==> config.mk <==
export PLATFORM = sky130hd
export DESIGN_NAME = aur_receiver
export DESIGN_NICKNAME = d
export VERILOG_FILES = /design/src/design/aur_pkg.sv /design/src/design/aur_rx_fifo.sv /design/src/design/aur_receiver.sv
export SDC_FILE = /design/constraint.sdc
export NUM_CORES = 1
export LEC_CHECK = 0
export ABC_CLOCK_PERIOD_IN_PS = 3100
export CAP_MARGIN = 20
export CORE_MARGIN = 1.5
export CORE_UTILIZATION = 40
export CTS_BUF_LIST = sky130_fd_sc_hd__clkbuf_16
export DETAILED_ROUTE_END_ITERATION = 10
export DONT_BUFFER_PORTS = 1
export GPL_ROUTABILITY_DRIVEN = 0
export GPL_TIMING_DRIVEN = 0
export SLEW_MARGIN = 20
export SYNTH_ARGS = -nofsm -noshare
export SYNTH_HDL_FRONTEND = slang
export SYNTH_SLANG_ARGS = --single-unit
==> constraint.sdc <==
create_clock -name sys_clk_i -period 3.1 [get_ports sys_clk_i]
set_clock_uncertainty 0.15 [all_clocks]
set_input_delay 0.155 -clock sys_clk_i [delete_from_list [all_inputs] [get_ports sys_clk_i]]
set_output_delay 0.155 -clock sys_clk_i [all_outputs]
set_load 0.03 [all_outputs]
==> src/design/aur_pkg.sv <==
// Package: constants and types of the asynchronous serial receiver
package aur_pkg;

    // Clock and default bit rate
    localparam int unsigned CLK_HZ = 50_000_000;
    localparam int unsigned BAUD_DEF = 9600;
    localparam int unsigned TICKS_PER_BIT = 16;
    localparam logic [15:0] BAUD_DIV_RST = 16'(CLK_HZ / (TICKS_PER_BIT * BAUD_DEF) - 1);

    // Tick counts within one bit, and the last data bit count for eight- and nine-bit frames
    localparam logic [3:0] HALF_CNT = 4'h7;
    localparam logic [3:0] VOTE_A_CNT = 4'hd;
    localparam logic [3:0] VOTE_B_CNT = 4'he;
    localparam logic [3:0] CENTER_CNT = 4'hf;
    localparam logic [3:0] LAST_BIT8 = 4'h7;
    localparam logic [3:0] LAST_BIT9 = 4'h8;

    // Register byte offsets
    localparam logic [7:0] OFS_CTRL = 8'h00;
    localparam logic [7:0] OFS_BAUD = 8'h04;
    localparam logic [7:0] OFS_DATA = 8'h08;
    localparam logic [7:0] OFS_STAT = 8'h0c;
    localparam logic [7:0] OFS_IRQ_STAT = 8'h10;
    localparam logic [7:0] OFS_IRQ_MASK = 8'h14;

    // Field positions
    localparam int STAT_PEND_BIT = 0;
    localparam int STAT_OVR_BIT = 1;
    localparam int STAT_FERR_BIT = 2;
    localparam int STAT_BUSY_BIT = 3;
    localparam int STAT_CNT_LSB = 4;
    localparam int IRQ_CHAR_BIT = 0;
    localparam int IRQ_FERR_BIT = 1;
    localparam int IRQ_OVR_BIT = 2;
    localparam int DATA_FERR_BIT = 9;

    // Reset values
    localparam logic [6:0] CTRL_RST = 7'h00;
    localparam logic [2:0] IRQ_MASK_RST = 3'h0;
    localparam logic [2:0] SYNC_RST = 3'h7;

    // Control register layout, top bit (bit 6) listed first, bit 0 last
    typedef struct packed {
        logic global_interrupt_enable;
        logic peripheral_interrupt_enable;
        logic receive_interrupt_enable;
        logic nine_bit;
        logic clocked_mode;
        logic serial_port_enable;
        logic continuous_receive_enable;
    } aur_ctrl_t;

    // One received character with its framing result
    typedef struct packed {
        logic ferr;
        logic [8:0] data;
    } aur_char_t;

    typedef enum logic [2:0] {
        SEL_CTRL,
        SEL_BAUD,
        SEL_DATA,
        SEL_STAT,
        SEL_IRQ_STAT,
        SEL_IRQ_MASK,
        SEL_NONE
    } aur_sel_t;

    typedef enum logic [1:0] {
        ST_IDLE,
        ST_START,
        ST_DATA,
        ST_STOP
    } aur_rx_state_t;

endpackage

==> src/design/aur_rx_fifo.sv <==
// Two-entry receive FIFO held in flip-flops
`timescale 1ns/1ns
module aur_rx_fifo
(
    // Clock and reset
    input wire logic sys_clk_i,
    input wire logic srst_i,
    // Control
    input wire logic flush_i,
    input wire logic push_i,
    input wire aur_pkg::aur_char_t push_char_i,
    input wire logic pop_i,
    // State
    output aur_pkg::aur_char_t head_o,
    output logic [1:0] count_o,
    output logic full_o
);
    aur_pkg::aur_char_t mem_reg [2];
    logic wr_ptr_reg;
    logic rd_ptr_reg;
    logic [1:0] cnt_reg;
    logic do_push;
    logic do_pop;

    assign do_push = push_i && (cnt_reg != 2'h2);
    assign do_pop = pop_i && (cnt_reg != 2'h0);
    assign head_o = mem_reg[rd_ptr_reg];
    assign count_o = cnt_reg;
    assign full_o = (cnt_reg == 2'h2);

    always_ff @(posedge sys_clk_i)
    begin
        if (do_push)
        begin
            mem_reg[wr_ptr_reg] <= push_char_i;
        end
    end

    always_ff @(posedge sys_clk_i)
    begin
        if (srst_i || flush_i)
        begin
            wr_ptr_reg <= 1'b0;
            rd_ptr_reg <= 1'b0;
            cnt_reg <= 2'h0;
        end
        else
        begin
            if (do_push)
            begin
                wr_ptr_reg <= ~wr_ptr_reg;
            end
            if (do_pop)
            begin
                rd_ptr_reg <= ~rd_ptr_reg;
            end
            cnt_reg <= 2'(cnt_reg + {1'b0, do_push} - {1'b0, do_pop});
        end
    end

endmodule // aur_rx_fifo

==> src/design/aur_receiver.sv <==
// Asynchronous serial receiver with APB registers and interrupt
`timescale 1ns/1ns
module aur_receiver
(
    // Clock and reset
    input wire logic sys_clk_i,
    input wire logic srst_i,
    // APB slave
    input wire logic [7:0] paddr_i,
    input wire logic psel_i,
    input wire logic penable_i,
    input wire logic pwrite_i,
    input wire logic [31:0] pwdata_i,
    output logic pready_o,
    output logic [31:0] prdata_o,
    output logic pslverr_o,
    // Serial line and interrupt
    input wire logic rx_line_i,
    output logic irq_o
);
    function automatic aur_pkg::aur_sel_t reg_sel(input logic [7:0] addr);
        unique case (addr)
            aur_pkg::OFS_CTRL: reg_sel = aur_pkg::SEL_CTRL;
            aur_pkg::OFS_BAUD: reg_sel = aur_pkg::SEL_BAUD;
            aur_pkg::OFS_DATA: reg_sel = aur_pkg::SEL_DATA;
            aur_pkg::OFS_STAT: reg_sel = aur_pkg::SEL_STAT;
            aur_pkg::OFS_IRQ_STAT: reg_sel = aur_pkg::SEL_IRQ_STAT;
            aur_pkg::OFS_IRQ_MASK: reg_sel = aur_pkg::SEL_IRQ_MASK;
            default: reg_sel = aur_pkg::SEL_NONE;
        endcase
    endfunction

    function automatic logic maj3(input logic a, input logic b, input logic c);
        maj3 = (a & b) | (a & c) | (b & c);
    endfunction

    aur_pkg::aur_ctrl_t ctrl_reg;
    aur_pkg::aur_rx_state_t state_reg;
    aur_pkg::aur_sel_t sel;
    aur_pkg::aur_char_t push_char, head;
    logic [31:0] prdata_reg, rd_mux;
    logic [15:0] baud_div_reg, div_cnt_reg;
    logic [8:0] shift_reg;
    logic [3:0] tick_cnt_reg, bit_cnt_reg, last_bit;
    logic [2:0] irq_stat_reg, irq_mask_reg, sync_reg, irq_event;
    logic [1:0] vote_reg, fifo_cnt;
    logic ovr_reg, pready_reg, pslverr_reg, pop_ok_reg, irq_reg;
    logic line_reg, line_prev_reg, tick_reg;
    logic rx_on, fall, maj_bit, shift_en, stop_done, acc;
    logic wr_fire, rd_fire, pop, pend, fifo_full;

    // Software must also set the pin as input and clear its analog select
    assign rx_on = ctrl_reg.continuous_receive_enable && ctrl_reg.serial_port_enable
        && !ctrl_reg.clocked_mode;
    assign fall = line_prev_reg && !line_reg;
    assign maj_bit = maj3(vote_reg[1], vote_reg[0], line_reg);
    assign shift_en = tick_reg && (state_reg == aur_pkg::ST_DATA)
        && (tick_cnt_reg == aur_pkg::CENTER_CNT);
    assign stop_done = tick_reg && (state_reg == aur_pkg::ST_STOP)
        && (tick_cnt_reg == aur_pkg::CENTER_CNT);
    assign last_bit = ctrl_reg.nine_bit ? aur_pkg::LAST_BIT9 : aur_pkg::LAST_BIT8;
    assign push_char.ferr = !maj_bit;
    assign push_char.data = ctrl_reg.nine_bit ? shift_reg : {1'b0, shift_reg[8:1]};
    assign pend = rx_on && (fifo_cnt != 2'h0);
    assign irq_event = {stop_done && fifo_full, stop_done && !maj_bit, stop_done};

    assign acc = psel_i && penable_i;
    assign sel = reg_sel(paddr_i);
    assign wr_fire = acc && pready_reg && pwrite_i;
    assign rd_fire = acc && pready_reg && !pwrite_i;
    assign pop = rd_fire && (sel == aur_pkg::SEL_DATA) && pop_ok_reg;

    assign pready_o = pready_reg;
    assign prdata_o = prdata_reg;
    assign pslverr_o = pslverr_reg;
    assign irq_o = irq_reg;

    aur_rx_fifo u_fifo
    (
        .sys_clk_i(sys_clk_i),
        .srst_i(srst_i),
        .flush_i(!rx_on),
        .push_i(stop_done && !fifo_full),
        .push_char_i(push_char),
        .pop_i(pop),
        .head_o(head),
        .count_o(fifo_cnt),
        .full_o(fifo_full)
    );

    // Three-stage pin synchroniser; second and third must agree
    always_ff @(posedge sys_clk_i)
    begin
        if (srst_i)
        begin
            sync_reg <= aur_pkg::SYNC_RST;
            line_reg <= 1'b1;
            line_prev_reg <= 1'b1;
        end
        else
        begin
            sync_reg <= {sync_reg[1:0], rx_line_i};
            if (sync_reg[1] == sync_reg[2])
                line_reg <= sync_reg[2];
            line_prev_reg <= line_reg;
        end
    end

    // Sixteen-per-bit tick
    always_ff @(posedge sys_clk_i)
    begin
        if (srst_i || !rx_on || div_cnt_reg == baud_div_reg)
            div_cnt_reg <= 16'h0000;
        else
            div_cnt_reg <= 16'(div_cnt_reg + 16'h0001);
        tick_reg <= !srst_i && rx_on && (div_cnt_reg == baud_div_reg);
    end

    // Bit recovery sequence; tick count restarts at every bit centre
    always_ff @(posedge sys_clk_i)
    begin
        if (srst_i || !rx_on)
        begin
            state_reg <= aur_pkg::ST_IDLE;
            tick_cnt_reg <= 4'h0;
            bit_cnt_reg <= 4'h0;
        end
        else
        begin
            if (state_reg == aur_pkg::ST_IDLE)
                tick_cnt_reg <= 4'h0;
            else if (tick_reg)
                tick_cnt_reg <= 4'(tick_cnt_reg + 4'h1);
            unique case (state_reg)
                aur_pkg::ST_IDLE:
                    if (fall && !ovr_reg)
                        state_reg <= aur_pkg::ST_START;
                aur_pkg::ST_START:
                    if (tick_reg && tick_cnt_reg == aur_pkg::HALF_CNT)
                    begin
                        // Glitch on an idle line is dropped without an error
                        tick_cnt_reg <= 4'h0;
                        bit_cnt_reg <= 4'h0;
                        state_reg <= line_reg ? aur_pkg::ST_IDLE : aur_pkg::ST_DATA;
                    end
                aur_pkg::ST_DATA:
                    if (shift_en)
                    begin
                        bit_cnt_reg <= 4'(bit_cnt_reg + 4'h1);
                        if (bit_cnt_reg == last_bit)
                            state_reg <= aur_pkg::ST_STOP;
                    end
                aur_pkg::ST_STOP:
                    if (stop_done)
                        state_reg <= aur_pkg::ST_IDLE;
            endcase
        end
    end

    // Majority samples just ahead of the bit centre
    always_ff @(posedge sys_clk_i)
    begin
        if (srst_i)
            vote_reg <= 2'h3;
        else if (tick_reg && tick_cnt_reg == aur_pkg::VOTE_A_CNT)
            vote_reg[1] <= line_reg;
        else if (tick_reg && tick_cnt_reg == aur_pkg::VOTE_B_CNT)
            vote_reg[0] <= line_reg;
    end

    // Receive shift register, bits enter at the top; first bit ends in bit 0 for nine-bit frames, bit 1 for eight-bit
    always_ff @(posedge sys_clk_i)
    begin
        if (srst_i)
            shift_reg <= 9'h000;
        else if (shift_en)
            shift_reg <= {maj_bit, shift_reg[8:1]};
    end

    // Sticky overrun; only dropping the receive enable clears it
    always_ff @(posedge sys_clk_i)
    begin
        if (srst_i || !ctrl_reg.continuous_receive_enable)
            ovr_reg <= 1'b0;
        else if (stop_done && fifo_full)
            ovr_reg <= 1'b1;
    end

    // Software-written configuration
    always_ff @(posedge sys_clk_i)
    begin
        if (srst_i)
        begin
            ctrl_reg <= aur_pkg::aur_ctrl_t'(aur_pkg::CTRL_RST);
            baud_div_reg <= aur_pkg::BAUD_DIV_RST;
            irq_mask_reg <= aur_pkg::IRQ_MASK_RST;
        end
        else if (wr_fire)
        begin
            unique case (sel)
                aur_pkg::SEL_CTRL: ctrl_reg <= aur_pkg::aur_ctrl_t'(pwdata_i[6:0]);
                aur_pkg::SEL_BAUD: baud_div_reg <= pwdata_i[15:0];
                aur_pkg::SEL_IRQ_MASK: irq_mask_reg <= pwdata_i[2:0];
                default: ;
            endcase
        end
    end

    // Event status, write one to clear; a new event beats the clear
    always_ff @(posedge sys_clk_i)
    begin
        if (srst_i)
            irq_stat_reg <= 3'h0;
        else if (wr_fire && sel == aur_pkg::SEL_IRQ_STAT)
            irq_stat_reg <= (irq_stat_reg & ~pwdata_i[2:0]) | irq_event;
        else
            irq_stat_reg <= irq_stat_reg | irq_event;
    end

    // Receive request needs all three enables; event bits share the global gates
    always_ff @(posedge sys_clk_i)
    begin
        if (srst_i)
            irq_reg <= 1'b0;
        else
            irq_reg <= ctrl_reg.global_interrupt_enable
                && ctrl_reg.peripheral_interrupt_enable
                && ((ctrl_reg.receive_interrupt_enable && pend)
                || (|(irq_stat_reg & irq_mask_reg)));
    end

    always_comb
    begin
        rd_mux = 32'h0000_0000;
        unique case (sel)
            aur_pkg::SEL_CTRL: rd_mux[6:0] = ctrl_reg;
            aur_pkg::SEL_BAUD: rd_mux[15:0] = baud_div_reg;
            aur_pkg::SEL_DATA:
            begin
                if (fifo_cnt != 2'h0)
                begin
                    rd_mux[aur_pkg::DATA_FERR_BIT:0] = head;
                end
            end
            aur_pkg::SEL_STAT:
            begin
                rd_mux[aur_pkg::STAT_PEND_BIT] = pend;
                rd_mux[aur_pkg::STAT_OVR_BIT] = ovr_reg;
                rd_mux[aur_pkg::STAT_FERR_BIT] = (fifo_cnt != 2'h0) && head.ferr;
                rd_mux[aur_pkg::STAT_BUSY_BIT] = (state_reg != aur_pkg::ST_IDLE);
                rd_mux[aur_pkg::STAT_CNT_LSB +: 2] = fifo_cnt;
            end
            aur_pkg::SEL_IRQ_STAT: rd_mux[2:0] = irq_stat_reg;
            aur_pkg::SEL_IRQ_MASK: rd_mux[2:0] = irq_mask_reg;
            default: ;
        endcase
    end

    // One wait state: read data is captured on the same edge that raises pready
    always_ff @(posedge sys_clk_i)
    begin
        if (srst_i)
        begin
            pready_reg <= 1'b0;
            prdata_reg <= 32'h0000_0000;
            pslverr_reg <= 1'b0;
            pop_ok_reg <= 1'b0;
        end
        else
        begin
            pready_reg <= acc && !pready_reg;
            if (acc && !pready_reg)
            begin
                prdata_reg <= pwrite_i ? 32'h0000_0000 : rd_mux;
                pslverr_reg <= (sel == aur_pkg::SEL_NONE);
                pop_ok_reg <= (fifo_cnt != 2'h0);
            end
            else if (pready_reg)
                pslverr_reg <= 1'b0;
        end
    end
endmodule // aur_receiver

# == Word-level counts from Yosys, hierarchy flattened ==
# Memories as Yosys holds them, arrays and structs flattened. A register that Yosys moved wholly into a read port is not among the register bits.
# Cells that the tools add are included.
# totals
reg_bits,113
latch_bits,0
mem_bits_rw,20
rom_bits,0
output_inout_bits,35
wordCells,167
memories,1
# mem_list
name,words,width,rd,rd_clocked_by_memory_dff,write_ports,line_no,source
u_fifo.mem_reg,2,10,1,1,1,aur_rx_fifo.sv:18,aur_pkg::aur_char_t mem_reg [2];
# op_classes
n_addsub,5
n_mul,0
div_mod_pow,0
magnitude_cmp,0
eq_ne,28
n_shift,0
mux,31
n_bitwise,13
n_reduce_logical,59
# op_table
cell,count
$pmux W3 S6,2
$logic_and A1 B1 Y1,31
$mux W4,7
$add A16 B1 Y16 const B,1
$eq A16 B16 Y1,1
$eq A8 B4 Y1 const B,2
$eq A8 B5 Y1 const B,2
$mux W16,1
$eq A4 B4 Y1 const B,3
$mux W2,6
$pmux W3 S4,1
$logic_not A1 Y1,10
$mux W10,1
$eq A3 B3 Y1 const B,3
$mux W9,1
$add A4 B1 Y4 const B,2
$eq A8 B3 Y1 const B,1
$logic_not A8 Y1,1
$ne A2 B2 Y1 const B,4
$pmux W2 S4,1
$pmux W4 S2,1
$reduce_and A2 Y1,4
$reduce_bool A2 Y1,4
$and A3 B3 Y3,2
other kinds (26),44

# == Longest topological paths before layout ==
# Gate-level depths: netlist of run 1.
# depth
depth_word,8
mapped_depth,14
ltp_nobuf,13

# == Hierarchy ==
# Synthesis of run 1 repeated with hierarchy kept, for this count alone.
# unflattened
cells_unflattened,603
area_unflattened_um2,5492.8
# by_module_without_submodules
mod,n_inst,cells_per_inst,area_per_inst_um2
aur_receiver,1,544,4535.6
aur_rx_fifo,1,59,957.2

# == Least setup slack after synthesis of run 1 ==
# OpenSTA, ideal clock, no wires.
# synth_timing
kind,input port to flip-flop
from,input paddr_i[1]
to,"register u_fifo.cnt_reg[1], in the netlist u_fifo.count_o[1]"
setup_ps,128
t_arrival_ps,2295
required_ps,2822
setup_slack_ps,528
path_stages,14
cell_sequence,or3_4 nor4b_4 inv_2 ha_1 clkbuf_1 inv_1 nand4_1 inv_1 ha_1 inv_1 ha_1 xor2_1 xnor2_1 nor2_1
# synth_via
elab_chain_cells,7
elab_cells_between_ends,12
classes_between,1 x add/sub; 6 x eq/ne; 1 x mux; 4 x reduce/logical
# synth_lines
element,line_no,source
from (decl),aur_receiver.sv:9,"input wire logic [7:0] paddr_i,"
$eq A8 B5 Y1 (tied with other cells),aur_receiver.sv:22,unique case (addr)
$pmux W3 S6 (*),aur_receiver.sv:22,
$eq A3 B2 Y1 (*),aur_receiver.sv:71,assign pop = rd_fire && (sel == aur_pkg::SEL_DATA) && pop_ok_reg;
$logic_and A1 B1 Y1 (*) (2 in series),aur_receiver.sv:71,
$logic_and A1 B1 Y1 (*),aur_rx_fifo.sv:26,assign do_pop = pop_i && (cnt_reg != 2'h0);
via u_fifo.do_pop,aur_rx_fifo.sv:23,logic do_pop;
$sub A2 B1 Y2 (*),aur_rx_fifo.sv:57,"cnt_reg <= 2'(cnt_reg + {1'b0, do_push} - {1'b0, do_pop});"
to (signal assigned),aur_rx_fifo.sv:57,
to (decl),aur_rx_fifo.sv:21,logic [1:0] cnt_reg;
# Mark *: on every way through the listed nets, which the timed path passes. The rest lies on a longest branch.
# A chain may end at the register's enable or synchronous reset.

# == Worst setup path in the final report of run 1 ==
# layout_timing
from,register tick_cnt_reg[0]
to,"memory u_fifo.mem_reg[0][6] (netlist name), enable pin"
# layout_via
elab_chain_cells,6
# layout_lines
element,line_no,source
from (decl),aur_receiver.sv:44,"logic [3:0] tick_cnt_reg, bit_cnt_reg, last_bit;"
from (signal assigned),aur_receiver.sv:133,tick_cnt_reg <= 4'(tick_cnt_reg + 4'h1);
$eq A4 B4 Y1,aur_receiver.sv:60,&& (tick_cnt_reg == aur_pkg::CENTER_CNT);
$logic_and A1 B1 Y1,aur_receiver.sv:60,
$logic_and A1 B1 Y1,aur_receiver.sv:83,".push_i(stop_done && !fifo_full),"
$logic_and A1 B1 Y1,aur_rx_fifo.sv:25,assign do_push = push_i && (cnt_reg != 2'h2);
via u_fifo.do_push,aur_rx_fifo.sv:22,logic do_push;
$mux W1,aur_rx_fifo.sv:33,if (do_push)
$mux W1 (implied by the code),aur_rx_fifo.sv:35,mem_reg[wr_ptr_reg] <= push_char_i;
to (decl),aur_rx_fifo.sv:18,
# The timed path passes the listed nets, and every way through them passes these cells.

==> qor.csv, run 1 <==
stage,metric,value,unit
place,pre_cts_slack,-0.0547,ns
global_route,grtUsageMet2,30.5,%
global_route,grt.busiest_layer,met2,
sta,setup_violations,0,
global_route,track_usage,19.9,%
clocking,ctsResizeCount,0,
clocking,clkLatencyLatePin,0.42,ns
clocking,cts-root-buf,clkbuf_16,
clocking,cts.path.max_buffers,2,
global_route,use_met3,6.37,%
worst_setup_path,critPathBufInv,0,
worst_setup_path,cp_max_fo,10,
synthesis,synth_edf_count,20,
worst_setup_path,worst-setup-path-type,reg -> reg,
clocking,cts_tree,done,
synthesis,yosysWarnings,0,
worst_setup_path,required,2.99,ns
power_and_ir_drop,power.total,0.00345,W
sta,slew_headroom,40.8,%
sta,worstMarginPinSlew,0.886,ns
synthesis,ys_seq_area_share,47.3,%
global_route,globalRouteOverflowTotal,0,
worst_setup_path,max_stage_delay,0.76,ns
global_route,use_met1,26.1,%
sta,final.min_clock_period,2.82,ns
synthesis,synth_ff_type,dfxtp_1,
power_and_ir_drop,peakVddDrop,0.365,mV
hold_path,hold_path_class,in -> reg,
global_route,grt_pass1_wl,21.6,mm
worst_setup_path,crit_arrival,2.71,ns
finish,num_antenna_cells,0,
synthesis,syn_inst,552,
flow_run,drv_cap,0,
clocking,cts.htree.levels,4,
worst_setup_path,start_kind,register,
synthesis,yosys-top-cells-area,"dfxtp_1 36%, edfxtp_1 11%, mux2i_1 5.0%, xor2_1 4.8%, nor2_1 4.6%",
route,postRouteWirelength,13.5,mm
finish,postLayoutCoreUtil,48.6,%
sta,setup_ws,0.284,ns
sta,fin_crit_sh,90.8,%
route,drt_iter0_drc,351,
finish,final_common_cell,dfxtp_1,
synthesis,synth_area_per_cell,9.82,um2
finish,layoutNonFillerInstCount,797,
global_route,grt_antenna_before_repair,0,
synthesis,ys_seq_elements,118,
finish,areaGrowthSynthToFinish,18.9,%
finish,n_fill_cell,1235,
power_and_ir_drop,p_leak,2.42,nW
worst_setup_path,crit_chain,"ha_1, and4_1, nand3_1, a21oi_1, nor2b_1",
route,drc,0,
finish,ff_latch_area,0.00256,mm2
sta,finalHoldViolCount,0,
finish,nets,662,
floorplanning,rows,42,
synthesis,synth_top_area_share,36.2,%
synthesis,syn_area,0.00542,mm2
clocking,path_clk_slew,0.06,ns
finish,multi_input_area,0.00263,mm2
route,wl_per_cell,17.0,um
route,ant_nets,0,
clocking,numCtsBuffers,17,
synthesis,yosysTopAreaCell,dfxtp_1,
sta,drv_slew,0,
finish,most-common-layout-cells,"98 x dfxtp_1, 67 x nor2_1, 34 x nand2_1",
sta,fin_hold_ws,0.0319,ns
floorplanning,die_x,119,um
floorplanning,initial_core_util,40.9,%
global_route,grt_pass1_vias,3999,
floorplanning,fp.dieH,119,um
finish,drive_gt1_share,13.4,%
power_and_ir_drop,p_per_area,535,mW/mm2
synthesis,async_reset_ff_share,0,%
worst_setup_path,endpoint_kind,register,
sta,clock.fmax,355,MHz
place,port_buffers,0,
route,dr.pass1.iters,5,
floorplanning,core,0.0132,mm2
route,via_per_inst,5.35,
status,status,"complete, no violations",
place,dp_hpwl,9.67,mm
worst_setup_path,cpMaxStageDelayCell,nor2b_1,
worst_setup_path,crit_family,simple AND/OR/NAND/NOR gates,
global_route,grt_max_degree,17,
sta,rsz0062_at_grt,false,
clocking,clkSinkCount,118,
place,dp_cells,743,
route,vias,4262,
floorplanning,die_area,0.0143,mm2
floorplanning,num_io_pins,81,
finish,largest_reg_flops,20,
synthesis,ys_types,61,
[worst register-to-register path: cells and delay by family, from the launching register on]
kind	cells	cell delay (ns)
adders and majority gates	1	0.29
DFF	1	0.41
and+or+nand+nor	3	1.21
AOI/OAI and AO/OA	1	0.37
[metal layers]
layer  routed length (um)  vias to the layer above
li1                     -                     2076
met1                 6180                     2034
met2                 6210                      126
met3                  792                       26
met4                  332                        0
met5                    0                        -
[final timing paths]
path	startpoint	endpoint	slack (ns)	cells after the start
max	tick_cnt_reg[0]	u_fifo.mem_reg[0][6]	0.28	5
min	paddr_i[4]	prdata_o[6]	0.03	3
max reg2reg	tick_cnt_reg[0]	u_fifo.mem_reg[0][6]	0.28	5
min reg2reg	sync_reg[0]	sync_reg[1]	0.26	1
[power by group]
group          total (W)  leakage (nW)  switching [W]  internal, W
sequential       0.00156         0.966     0.00000509      0.00156
combinational   0.000127          1.19      0.0000797    0.0000469
clock            0.00176         0.263       0.000689      0.00107
total            0.00345          2.42       0.000774      0.00267
[timing repair]
item,in CTS,in global routing
hold endpoints to repair,39,0
hold buffers,22,0
setup buffers,0,0
[layout make-up]
cell class	instances	area share, %
Multi-Input combinational cell	393	40.8
Inverter	9	0.524
Clock buffer	17	6.60
Timing Repair Buffer	22	3.42
Clock inverter	15	1.55
Buffer	47	3.86
Tap cell	176	3.42
Sequential cell	118	39.8
[stage by stage]
step	area [um2]	TNS, ns
after floorplan	5480	0
after global placement	5700	0
after detailed placement	5700	-0.0547
after CTS	6440	0
after global routing	6440	0
final	6440	0
[kinds of logic after synthesis]
group           after synthesis  synth area share [%]
simple gates                203                  19.8
flops                       118                  47.3
compound gates               83                  11.0
buf+inv                      56                  5.22
mux                          43                  8.31
xor+xnor                     39                  6.30
fa+ha+maj                     9                  2.03
other cells                   1                0.0692
[cell usage after synthesis, drive strengths merged (4+ instances only)]
master / n
mux2i: 27
nor2: 67
a22oi: 15
and4: 6
nand3b: 5
dfxtp: 98
buf: 26
xnor2: 9
o31ai: 5
and3: 13
nor3b: 4
nand3: 22
and2: 4
nor4: 6
ha: 8
a221oi: 9
a222oi: 4
nand4: 9
edfxtp: 20
a211o: 4
mux2: 16
nand2: 34
a21oi: 23
or2: 9
xor2: 30
clkbuf: 21
inv: 9
nor3: 8
(Power assumes the default switching activity.)
==> run 2, diff against run 1 <==
--- a/config.mk
+++ b/config.mk
@@ -7,13 +7,15 @@
 export LEC_CHECK = 0
 export ABC_CLOCK_PERIOD_IN_PS = 3100
 export CAP_MARGIN = 20
+export CELL_PAD_IN_SITES_DETAIL_PLACEMENT = 1
+export CELL_PAD_IN_SITES_GLOBAL_PLACEMENT = 2
 export CORE_MARGIN = 1.5
-export CORE_UTILIZATION = 40
-export CTS_BUF_LIST = sky130_fd_sc_hd__clkbuf_16
+export CORE_UTILIZATION = 31
 export DETAILED_ROUTE_END_ITERATION = 10
 export DONT_BUFFER_PORTS = 1
 export GPL_ROUTABILITY_DRIVEN = 0
 export GPL_TIMING_DRIVEN = 0
+export PLACE_DENSITY_LB_ADDON = 0.1
 export SLEW_MARGIN = 20
 export SYNTH_ARGS = -nofsm -noshare
 export SYNTH_HDL_FRONTEND = slang
==> run 2 against run 1 <==
  * Combinational power up 3%
  * Clock power up 5%
  * Register-to-register slack better by 0.18 ns
  * Highest routed layer unchanged
==> qor.csv, run 2 (same netlist as run 1, synthesis figures left out) <==
stage,metric,value,unit
clocking,numCtsBuffers,17,
power_and_ir_drop,power.total,0.00354,W
power_and_ir_drop,p_leak,2.42,nW
sta,rsz0062_at_grt,false,
finish,fin_area,0.00654,mm2
place,dp_cells,792,
route,vias,4275,
worst_setup_path,r2r_start,tick_cnt_reg[0],
finish,n_fill_cell,2004,
finish,final_common_cell,dfxtp_1,
worst_setup_path,crit_arrival,2.99,ns
worst_setup_path,timing.rr.end,u_fifo.mem_reg[0][0],
finish,num_antenna_cells,0,
global_route,globalRouteOverflowTotal,0,
power_and_ir_drop,peakVddDrop,0.356,mV
route,drc,0,
sta,drv_slew,0,
route,via_per_inst,5.05,
worst_setup_path,critPathLaunch,paddr_i[4],
global_route,track_usage,19.0,%
finish,most-common-layout-cells,"98 x dfxtp_1, 67 x nor2_1, 34 x nand2_1",
worst_setup_path,required,3.23,ns
place,placed_area,0.00576,mm2
floorplanning,num_io_pins,81,
clocking,cts_tree,done,
worst_setup_path,crit_chain,"dlygate4sd3_1, nor4b_4, inv_2, ha_1, clkbuf_1, inv_1, nand4_1, inv_1, ha_1, inv_1, ha_1, xor2_1, xnor2_1, nor2_1",
route,wl_per_cell,19.3,um
floorplanning,die_x,135,um
floorplanning,initial_core_util,31.6,%
finish,layoutNonFillerInstCount,846,
worst_setup_path,r2r_slack,0.46,ns
finish,largest_reg_flops,20,
floorplanning,die_area,0.0183,mm2
clocking,cts-root-buf,clkbuf_16,
route,ant_nets,0,
status,status,"complete, no violations",
flow_run,drv_cap,0,
route,postRouteWirelength,16.3,mm
sta,final.min_clock_period,2.85,ns
global_route,grt_pass1_vias,4453,
worst_setup_path,worst-setup-path-type,in -> reg,
floorplanning,rows,48,
worst_setup_path,cp.depth,14,
clocking,cts.htree.levels,4,
worst_setup_path,cpMaxStageDelayCell,dlygate4sd3_1,
worst_setup_path,endpoint_kind,register,
route,dr.pass1.iters,4,
finish,drive_gt1_share,14.2,%
worst_setup_path,reg2reg_depth,5,
clocking,clkSinkCount,118,
sta,slew_headroom,49.2,%
sta,setup_ws,0.247,ns
clocking,path_clk_slew,0.05,ns
worst_setup_path,max_stage_delay,0.61,ns
power_and_ir_drop,p_per_area,542,mW/mm2
floorplanning,core,0.0172,mm2
place,port_buffers,0,
sta,finalHoldViolCount,0,
finish,nets,662,
floorplanning,fp.dieH,135,um
finish,areaGrowthSynthToFinish,20.7,%
worst_setup_path,cp_max_fo,9,
sta,setup_violations,0,
sta,worstMarginPinSlew,0.762,ns
global_route,grt_max_degree,17,
sta,setup_tns,0,ns
route,drt_iter0_drc,237,
place,pre_cts_slack,0.0227,ns
sta,clock.fmax,350,MHz
clocking,cts_setup_buffers,0,
clocking,clkLatencyLatePin,0.42,ns
hold_path,hold_path_class,in -> reg,
clocking,cts.path.max_buffers,2,
worst_setup_path,start_kind,input pin,
worst_setup_path,crit_family,buffers and inverters,
place,dp_hpwl,12.1,mm
worst_setup_path,critPathCapture,u_fifo.count_o[1],
sta,fin_crit_sh,92.0,%
global_route,grt_antenna_before_repair,0,
global_route,grt_pass1_wl,25.7,mm
worst_setup_path,critPathBufInv,6,
-- run 2: final cells by class --
cell class / count / area [um2] / area share [%]
Buffer: 47 / 249 / 3.81
Clock buffer: 20 / 458 / 7.00
Clock inverter: 12 / 104 / 1.59
Inverter: 9 / 33.8 / 0.516
Multi-Input combinational cell: 393 / 2630 / 40.3
Sequential cell: 118 / 2560 / 39.2
Tap cell: 225 / 282 / 4.30
Timing Repair Buffer: 22 / 220 / 3.37
-- run 2: how the worst min path moves through the flow --
stage	start	to	slack [ns]	cells after the start
5_1_grt	paddr_i[4]	prdata_o[0]	0.04	3
4_1_cts	pwrite_i	register	0.02	4
6_report	pwrite_i	register	0.03	4
3_5_place_dp	rx_line_i	sync_reg[0]	0.11	1
2_1_floorplan	rx_line_i	sync_reg[0]	0.11	1
3_3_place_gp	rx_line_i	sync_reg[0]	0.11	1
-- run 2: worst register-to-register path, cell delays in order, from the launching register on --
cell	delay, ns
dfxtp_1	0.42
ha_1	0.30
and4_1	0.28
nand3_1	0.19
a21oi_1	0.35
nor2b_2	0.58
-- run 2: timing repair --
action / in CTS / in global routing
hold buffers: 22 / 0
endpoints found under the setup margin: 0 / 10
hold endpoints to repair: 39 / 0
gates resized for setup: 0 / 1
-- run 2: power by group --
group | total (W) | internal [W] | switching (W)
Sequential | 0.00156 | 0.00156 | 0.00000489
Clock | 0.00185 | 0.00114 | 0.000711
Combinational | 0.000131 | 0.0000469 | 0.0000841
Total | 0.00354 | 0.00274 | 0.000800
-- run 2: layer usage --
metal	vias up	track usage (%)	part of all wire, %
met5	-	0	0
met4	0	5.79	1.3
met3	15	5.72	4.9
met2	76	31.8	48
met1	2110	23.5	45
li1	2074	-	-
-- run 2: metrics by stage --
stage	util [%]	hold slack, ns
3_5_place_dp	33.5	0.111
5_1_grt	38.1	0.0441
2_1_floorplan	-	0.109
4_1_cts	38.1	0.0175
6_report	38.1	0.0266
3_3_place_gp	33.5	0.109
